File: config.mk
export PLATFORM = sky130hd
export DESIGN_NAME = msc_regs
export DESIGN_NICKNAME = d
export VERILOG_FILES = /design/src/msc_pkg.sv /design/src/msc_regs.sv
export VERILOG_INCLUDE_DIRS = /design/src
export SDC_FILE = /design/constraint.sdc
export NUM_CORES = 1
export LEC_CHECK = 0
export BUFFER_PORTS_ARGS = -buffer_cell sky130_fd_sc_hd__clkbuf_2
export CELL_PAD_IN_SITES_DETAIL_PLACEMENT = 1
export CELL_PAD_IN_SITES_GLOBAL_PLACEMENT = 1
export CORE_MARGIN = 3
export CORE_UTILIZATION = 40
export DETAILED_ROUTE_END_ITERATION = 8
export PLACE_DENSITY = 0.87
export SYNTH_ARGS = -nofsm -noshare
export SYNTH_HDL_FRONTEND = slang
export SYNTH_SLANG_ARGS = --single-unit
File: constraint.sdc
create_clock -name clk_sys -period 3.05 [get_ports clk_sys]
set_input_delay 0.61 -clock clk_sys [delete_from_list [all_inputs] [get_ports clk_sys]]
set_output_delay 0.61 -clock clk_sys [all_outputs]
set_load 0.005 [all_outputs]
File: src/msc_cfg.svh
// Offsets, field positions, reset values and counts of the memory config registers
//----------------------------------------------------------------------
// Functional notes
// - Bits 5:3, reset 1, limit fixed-priority wait for SRAM bank one.
// - Bits 2:0, reset 1, limit fixed-priority wait for SRAM bank zero.
// - Wait codes 1..7 mean that many cycles; code 0 means 8.
// - Bit 16, reset 0, turns both flash sense amplifiers on together.
// - Bit 15 clear: flash resets on system and power-on reset; set: power-on only.
// - Bit 14, reset 0, puts flash array one in deep power-down.
// - Bit 13, reset 0, puts flash array zero in deep power-down.
// - Bits 12:5 reset 0x7; low nibble is array zero, high nibble array one.
// - Range codes 0,1 unsupported; 2..15 give page-read 3..16, program 2..7.
// - Bits 4:0, reset 0x11, size the flash segment remapped to address zero.
// - Remap codes 0x0d..0x12 mean 16 to 512 Kbytes; lower codes reserved.
//----------------------------------------------------------------------
`ifndef MSC_CFG_SVH
`define MSC_CFG_SVH

`define MSC_OFS_SRAM_WAIT 8'h00
`define MSC_OFS_FLASH_CFG 8'h04
`define MSC_OFS_STATUS 8'h08

`define MSC_SRAM_WAIT_RST 32'h0000_0009
`define MSC_SRAM_WAIT_MASK 32'h0000_003f
`define MSC_FLASH_CFG_RST 32'h0000_00f1
`define MSC_FLASH_STORE_MASK 32'h0001_7fff

`define MSC_BANK0_LSB 0
`define MSC_BANK1_LSB 3
`define MSC_REMAP_LSB 0
`define MSC_RANGE0_LSB 5
`define MSC_RANGE1_LSB 9
`define MSC_DPD0_BIT 13
`define MSC_DPD1_BIT 14
`define MSC_PERSIST_BIT 15
`define MSC_SENSE_BIT 16

`define MSC_WAIT_ZERO_CYCLES 4'h8
`define MSC_REMAP_MIN 5'h0d
`define MSC_REMAP_MAX 5'h12
`define MSC_RANGE_MIN 4'h2
`define MSC_SAFE_PAGE_WAIT 5'h10
`define MSC_SAFE_PROG_WAIT 3'h7

`endif

File: src/msc_pkg.sv
// Types shared by the memory subsystem configuration registers
`default_nettype none

package msc_pkg;

  typedef enum logic {MSC_RD_IDLE, MSC_RD_COUNT} msc_rd_state_t;

  typedef struct packed
  {
    logic [4:0] pageWait;
    logic [2:0] progWait;
    logic unsupported;
  } msc_flash_wait_t;

  typedef struct packed
  {
    logic senseOn;
    logic [1:0] deepPowerdown;
    logic resetLow;
    logic persist;
  } msc_flash_ctl_t;

  typedef struct packed
  {
    logic valid;
    logic [4:0] log2Bytes;
  } msc_remap_t;

endpackage

`default_nettype wire

File: src/msc_regs.sv
// Memory subsystem configuration registers with SRAM wait limiters and flash read timers
`timescale 1ns/10ps
`default_nettype none
`include "msc_cfg.svh"

module msc_regs
(
  input wire logic clk_sys,
  input wire logic rstn,
  input wire logic ce,
  input wire logic power_on_reset_low,
  input wire logic wb_cyc_i,
  input wire logic wb_stb_i,
  input wire logic wb_we_i,
  input wire logic [7:0] wb_adr_i,
  input wire logic [3:0] wb_sel_i,
  input wire logic [31:0] wb_dat_i,
  output logic [31:0] wb_dat_o,
  output logic wb_ack_o,
  input wire logic [1:0] fixedReq,
  input wire logic [1:0] wrrBusy,
  output logic [1:0] bankPreempt,
  output logic [1:0][3:0] bankMaxWait,
  input wire logic [1:0] flashRdReq,
  input wire logic [1:0] flashRdProgram,
  output logic [1:0] flashBusy,
  output logic [1:0] flashCapture,
  output msc_pkg::msc_flash_wait_t [1:0] flashWait,
  output msc_pkg::msc_flash_ctl_t flashCtl,
  output msc_pkg::msc_remap_t flashRemap
);

  //--------------------------------------------------------------------
  // Decode helpers
  //--------------------------------------------------------------------

  // Zero stands for the longest wait so the reset code 1 is the shortest
  function automatic logic [3:0] waitDecode(input logic [2:0] code);
    logic [3:0] cycles;
    cycles = {1'b0, code};
    if (code == 3'h0)
      cycles = `MSC_WAIT_ZERO_CYCLES;
    return cycles;
  endfunction

  // Unsupported codes fall back to the slowest timing rather than a guess
  function automatic msc_pkg::msc_flash_wait_t rangeDecode(input logic [3:0] code);
    msc_pkg::msc_flash_wait_t w;
    w.pageWait = {1'b0, code} + 5'h1;
    w.unsupported = 1'b0;
    case (code)
      4'h2, 4'h3, 4'h4: w.progWait = 3'h2;
      4'h5, 4'h6: w.progWait = 3'h3;
      4'h7, 4'h8, 4'h9: w.progWait = 3'h4;
      4'ha, 4'hb: w.progWait = 3'h5;
      4'hc, 4'hd, 4'he: w.progWait = 3'h6;
      4'hf: w.progWait = 3'h7;
      default: w.progWait = `MSC_SAFE_PROG_WAIT;
    endcase
    if (code < `MSC_RANGE_MIN)
    begin
      w.pageWait = `MSC_SAFE_PAGE_WAIT;
      w.unsupported = 1'b1;
    end
    return w;
  endfunction

  // Byte-lane merge; the mask keeps reserved bits at zero
  function automatic logic [31:0] laneMerge(
    input logic [31:0] oldVal,
    input logic [31:0] newVal,
    input logic [3:0] sel,
    input logic [31:0] mask
  );
    logic [31:0] result;
    result = oldVal;
    for (int b = 0; b < 4; b++)
    begin
      if (sel[b])
        result[8*b +: 8] = newVal[8*b +: 8];
    end
    return result & mask;
  endfunction

  //--------------------------------------------------------------------
  // Power-on reset synchroniser
  //--------------------------------------------------------------------

  logic porMeta_reg;
  logic porSync_reg;

  // The pin is asynchronous to clk_sys; no reset so system reset cannot fake it
  always_ff @(posedge clk_sys)
  begin
    if (ce)
    begin
      porMeta_reg <= power_on_reset_low;
      porSync_reg <= porMeta_reg;
    end
  end

  //--------------------------------------------------------------------
  // Wishbone slave
  //--------------------------------------------------------------------

  logic ackReg;
  logic busNew;
  logic wrCommit;
  logic [5:0] sramWait_reg;
  logic [16:0] flashCfg_reg;
  logic persist_reg;
  logic [31:0] flashCfgRead;
  logic [31:0] statusRead;
  logic [31:0] readMux;
  logic [31:0] flashMerged;
  logic [31:0] sramMerged;
  logic [1:0] preempt;
  logic [1:0] busy;

  assign busNew = wb_cyc_i & wb_stb_i & ~ackReg;
  // Writes land on the edge where the master sees ack, as classic cycles expect
  assign wrCommit = wb_cyc_i & wb_stb_i & wb_we_i & ackReg;

  // Persist lives outside the main store because it must survive system reset
  assign flashCfgRead = {15'h0, flashCfg_reg} | ({31'h0, persist_reg} << `MSC_PERSIST_BIT);
  assign statusRead = {25'h0, flashRemap.valid, flashWait[1].unsupported,
                       flashWait[0].unsupported, preempt, busy};
  assign sramMerged = laneMerge({26'h0, sramWait_reg}, wb_dat_i, wb_sel_i,
                                `MSC_SRAM_WAIT_MASK);
  assign flashMerged = laneMerge(flashCfgRead, wb_dat_i, wb_sel_i,
                                 `MSC_FLASH_STORE_MASK);

  // Unmapped and misaligned addresses read as zero
  always_comb
  begin
    case (wb_adr_i)
      `MSC_OFS_SRAM_WAIT: readMux = {26'h0, sramWait_reg};
      `MSC_OFS_FLASH_CFG: readMux = flashCfgRead;
      `MSC_OFS_STATUS: readMux = statusRead;
      default: readMux = 32'h0;
    endcase
  end

  // One wait state: ack and read data appear one edge after the request
  always_ff @(posedge clk_sys)
  begin
    if (!rstn)
    begin
      ackReg <= 1'b0;
      wb_dat_o <= 32'h0;
    end
    else if (ce)
    begin
      ackReg <= busNew;
      wb_dat_o <= (busNew & ~wb_we_i) ? readMux : 32'h0;
    end
  end

  assign wb_ack_o = ackReg;

  //--------------------------------------------------------------------
  // Configuration storage
  //--------------------------------------------------------------------

  // SRAM wait limits
  always_ff @(posedge clk_sys)
  begin
    if (!rstn)
      sramWait_reg <= 6'(`MSC_SRAM_WAIT_RST);
    else if (ce && wrCommit && wb_adr_i == `MSC_OFS_SRAM_WAIT)
      sramWait_reg <= sramMerged[5:0];
  end

  // Flash controls other than persist follow system reset
  always_ff @(posedge clk_sys)
  begin
    if (!rstn)
      flashCfg_reg <= 17'(`MSC_FLASH_CFG_RST);
    else if (ce && wrCommit && wb_adr_i == `MSC_OFS_FLASH_CFG)
      flashCfg_reg <= flashMerged[16:0];
  end

  // Persist is cleared only by power-on reset, else it could not hold its choice
  always_ff @(posedge clk_sys)
  begin
    if (!porSync_reg)
      persist_reg <= 1'b0;
    else if (ce && rstn && wrCommit && wb_sel_i[1] && wb_adr_i == `MSC_OFS_FLASH_CFG)
      persist_reg <= wb_dat_i[`MSC_PERSIST_BIT];
  end

  //--------------------------------------------------------------------
  // Decoded outputs
  //--------------------------------------------------------------------

  logic [4:0] remapCode;
  logic [3:0] range0;
  logic [3:0] range1;

  assign remapCode = flashCfg_reg[`MSC_REMAP_LSB +: 5];
  assign range0 = flashCfg_reg[`MSC_RANGE0_LSB +: 4];
  assign range1 = flashCfg_reg[`MSC_RANGE1_LSB +: 4];

  // Registered decode; outputs trail the stored fields by one edge
  always_ff @(posedge clk_sys)
  begin
    if (!rstn)
    begin
      bankMaxWait <= '0;
      flashWait <= '0;
      flashRemap <= '0;
    end
    else if (ce)
    begin
      bankMaxWait[0] <= waitDecode(sramWait_reg[`MSC_BANK0_LSB +: 3]);
      bankMaxWait[1] <= waitDecode(sramWait_reg[`MSC_BANK1_LSB +: 3]);
      flashWait[0] <= rangeDecode(range0);
      flashWait[1] <= rangeDecode(range1);
      // Segment size is two to the power of code plus one; reserved codes decode to zero
      if (remapCode >= `MSC_REMAP_MIN && remapCode <= `MSC_REMAP_MAX)
        flashRemap <= {1'b1, remapCode + 5'h1};
      else
        flashRemap <= '0;
    end
  end

  //--------------------------------------------------------------------
  // Flash array reset
  //--------------------------------------------------------------------

  // One process owns the whole control word; during system reset the persist bit decides
  always_ff @(posedge clk_sys)
  begin
    if (!porSync_reg)
      flashCtl <= '0;
    else
    begin
      flashCtl.persist <= persist_reg;
      if (!rstn)
      begin
        flashCtl.senseOn <= 1'b0;
        flashCtl.deepPowerdown <= 2'h0;
        flashCtl.resetLow <= persist_reg;
      end
      else
      begin
        flashCtl.resetLow <= 1'b1;
        if (ce)
          flashCtl.senseOn <= flashCfg_reg[`MSC_SENSE_BIT];
        if (ce)
          flashCtl.deepPowerdown <= flashCfg_reg[`MSC_DPD0_BIT +: 2];
      end
    end
  end

  //--------------------------------------------------------------------
  // SRAM bank wait limiters
  //--------------------------------------------------------------------

  for (genvar g = 0; g < 2; g++)
  begin : gBank
    logic [3:0] waitCount_reg;
    logic preempt_reg;
    logic contended;

    assign contended = fixedReq[g] & wrrBusy[g];

    // Counts the cycles the fixed master has waited; grants it at the limit
    always_ff @(posedge clk_sys)
    begin
      if (!rstn)
      begin
        waitCount_reg <= 4'h0;
        preempt_reg <= 1'b0;
      end
      else if (ce)
      begin
        if (!contended)
        begin
          waitCount_reg <= 4'h0;
          preempt_reg <= 1'b0;
        end
        else if (waitCount_reg + 4'h1 >= bankMaxWait[g])
          preempt_reg <= 1'b1;
        else
          waitCount_reg <= waitCount_reg + 4'h1;
      end
    end

    assign preempt[g] = preempt_reg;
  end

  assign bankPreempt = preempt;

  //--------------------------------------------------------------------
  // Flash read wait-state timers
  //--------------------------------------------------------------------

  for (genvar g = 0; g < 2; g++)
  begin : gFlash
    msc_pkg::msc_rd_state_t state_reg;
    logic [4:0] count_reg;
    logic busy_reg;
    logic capture_reg;
    logic usable;

    // A powered-down array or one with its sense amps off ignores requests
    assign usable = flashCtl.senseOn & ~flashCtl.deepPowerdown[g];

    // Busy for the programmed wait states, then a one-cycle capture strobe
    always_ff @(posedge clk_sys)
    begin
      if (!rstn)
      begin
        state_reg <= msc_pkg::MSC_RD_IDLE;
        count_reg <= 5'h0;
        busy_reg <= 1'b0;
        capture_reg <= 1'b0;
      end
      else if (ce)
      begin
        capture_reg <= 1'b0;
        case (state_reg)
          msc_pkg::MSC_RD_IDLE:
          begin
            if (flashRdReq[g] & usable)
            begin
              if (flashRdProgram[g])
                count_reg <= {2'h0, flashWait[g].progWait};
              else
                count_reg <= flashWait[g].pageWait;
              busy_reg <= 1'b1;
              state_reg <= msc_pkg::MSC_RD_COUNT;
            end
          end
          msc_pkg::MSC_RD_COUNT:
          begin
            if (count_reg <= 5'h1)
            begin
              busy_reg <= 1'b0;
              capture_reg <= 1'b1;
              state_reg <= msc_pkg::MSC_RD_IDLE;
            end
            else
              count_reg <= count_reg - 5'h1;
          end
          default:
          begin
            busy_reg <= 1'b0;
            state_reg <= msc_pkg::MSC_RD_IDLE;
          end
        endcase
      end
    end

    assign busy[g] = busy_reg;
    assign flashCapture[g] = capture_reg;
  end

  assign flashBusy = busy;

endmodule

`default_nettype wire

==> metrics.md <==
| Metric | Value |
|---|---|
| Clock network fraction of total power | 0.422 |
| Sw Pwr | 660 uW |
| Number of cell rows | 41 |
| Most Crowded Layer GR | met2 |
| Initial drt markers | 305 |
| TritonRoute pass-1 iters | 4 |
| Sequential area share after synthesis | 0.408 |
| Nets@finish | 749 |
| Slew @ Worst Pin | 0.834 ns |
| Met2 usage | 0.362 |
| GRT overflow | 0 |
| Crit path max fanout | 15 |
| CTS sink count | 106 |
| Met1 Usage GRT | 0.268 |
| Synth top area cells | dfxtp_1, mux2i_1, ha_1 |
| Initial Util | 0.413 |
| GRT Util Overall | 0.211 |
| Internal power | 2110 uW |
| Area share of the largest cell type after synthesis | 0.397 |
| Num ports | 135 |
| Vias in the first global route | 4821 |
| Largest net degree at the start of global routing | 59 |
| CTS H-Tree Depth | 3 |
| Routed Antenna Nets | 0 |
| M3 GR Usage | 0.0379 |
| Hpwl dp | 11300 um |
| Clock Tree Root | clkbuf_16 |
| Area growth, synth to finish | 15.8% |
| CORE AREA | 12700 um^2 |
| Max reg flops | 18 |
| Chip height | 121 um |
| Fill count | 1586 |
| Pre-CTS setup slack | 0.662 ns |
| CTS Buffer Depth | 2 |
| Max stage delay on crit path | 0.69 ns |
| Power share of the sequential group | 0.514 |
| Post-cts resize count | 0 |
| Setup bufs post-CTS | 0 |
| Synth warn | 0 |
| Largest delay contributor family on the critical path | compound AO/OA/AOI/OAI gates |
| Hold Violations, Final | 0 |
| First-pass GRT wire length | 24800 um |
| Yosys cell types | 64 |
| P_leak | 0.00245 uW |
| Hold WC Path Type | reg -> reg |
| Die width | 121 um |
| Inserted Clock Buffers | 9 |
| Critical path, cell by cell | or4b_1, o221ai_1, o21ai_0, a21oi_1 |
| Commonest cells post-synth | dfxtp_1, nor2_1, nand2_1 |
| Gp weighted congestion | 0.820 |
| Period minus WS final | 2.29 ns |
| Synthesized cell area | 5250 um^2 |
| Area of the multi-input gates | 2780 um^2 |
| # setup viols final | 0 |
| Crit path capture type | flop |
| Register area | 2140 um^2 |
| P per Cell Area | 456 nW/um^2 |
| Hold buffers post-CTS | 0 |
| Layout Skew | 0.00666 ns |
| CTS tree | yes |
| Ys async rst share | 0 |
| Worst VDD drop | 310 uV |
| Share of layout cells above drive strength 1 | 0.218 |
| Drt drc | 0 |
| Power share of the combinational group | 0.064 |
| Critical path class | reg -> reg |
| Fmax | 438 MHz |
| EDFF count, synth | 2 |
| DR WL/cell | 18.0 um |
| PortBufs | 103 |
| Slew Viols, Final | 0 |
| Die area | 14500 um^2 |
| Setup TNS | 0 ns |
| CP arrival | 2.56 ns |
| Slew HR | 0.444 |
| RSZ-0062 raised after global routing | no |
| Ys flop type | dfxtp_1 |
| Register bit total from synthesis | 106 |
| CP Launch Type | flop |
| Synth area leader | dfxtp_1 |
| Post-Syn Instances | 589 |
| Final worst setup slack | 0.764 ns |
| Clock-pin slew on the worst setup and hold paths | 0.07 ns |
| Slowest CP cell | o221ai_1 |
| Status | completed |
| Clk_lat worst skew | 0.35 ns |
| Via/cell ratio | 5.53 |
| Post-Route WL | 15300 um |
| Period utilization | 0.749 |
| Required @ worst endpoint | 3.32 ns |
| Avg Synthesized Cell Area | 8.91 um^2 |
| Worst path bufs/invs | 0 |
| Switching share of power | 0.238 |
| Max_cap viols | 0 |
| Via count | 4675 |
| # diodes | 0 |
| Initial antenna violation count | 0 |
| Most instantiated library cell after synthesis | dfxtp_1 |
## layer usage
metal	share of wire	wire length, um
met5	0	0
met2	0.49	7470
met3	0.042	644
met1	0.45	6860
met4	0.018	268
## worst reg2reg max path: stages, from the launching register on
cell and delay [ns]:
dfxtp_1 0.62, or4b_1 0.50, o221ai_1 0.69, o21ai_0 0.22, a21oi_1 0.19
## layout make-up
class                           count  share of cell area
Sequential cell                   106               0.352
Clock buffer                       10              0.0377
Multi-Input combinational cell    421               0.457
Tap cell                          172              0.0354
Timing Repair Buffer              111              0.0947
Clock inverter                      6              0.0109
Inverter                           20              0.0123
## final timing paths
kind,cells after the start,from,slack (ns),end
max,4,gFlash[1].state_reg,0.76,gFlash[1].count_reg[2]
min,0,porMeta_reg,0.43,porSync_reg
max reg2reg,4,gFlash[1].state_reg,0.76,gFlash[1].count_reg[2]
min reg2reg,0,porMeta_reg,0.43,porSync_reg
## cell families after synthesis
group                    count (synthesis)  synth area share
adder cells (fa/ha/maj)                 21            0.0500
other                                    1          0.000714
XOR/XNOR                                17            0.0284
multiplexers                            31            0.0601
AND/OR/NAND/NOR                        192             0.185
flip-flops                             106             0.408
AO/OA/AOI/OAI                          145             0.194
buffers and inverters                   76            0.0729
## placed cells by master, fill, tap and decap left out, drive strengths merged, types with 12 or more instances in the layout
cell type and instances:
clkbuf 113, dfxtp 104, nor2 57, nand2 47, a21oi 33, o21ai 28
mux2i 27, ha 21, inv 20, a211oi 17, conb 15, nand3 14
nand4 14, nand2b 13, xor2 12
## per-stage QoR
step | instances | cell area [um^2] | utilization | hold WS, ns | total power, uW
CTS | 846 | 6080 | 0.478 | 0.427 | 2790
finish | 846 | 6080 | 0.478 | 0.427 | 2770
global route | 846 | 6080 | 0.478 | 0.433 | 2870
global placement | 830 | 5790 | 0.455 | 0.410 | 1620
floorplan | 603 | 5300 | - | 0.400 | 1560
detailed placement | 830 | 5790 | 0.455 | 0.411 | 1630
## power groups by stage
stage | sequential, uW | combinational [uW] | clock, uW
6_report | 1420 | 176 | 1170
5_1_grt | 1430 | 194 | 1250
4_1_cts | 1420 | 176 | 1190
3_5_place_dp | 1460 | 174 | 0
3_3_place_gp | 1460 | 168 | 0
2_1_floorplan | 1450 | 107 | 0
No activity file was read; power rests on OpenSTA's default activity.
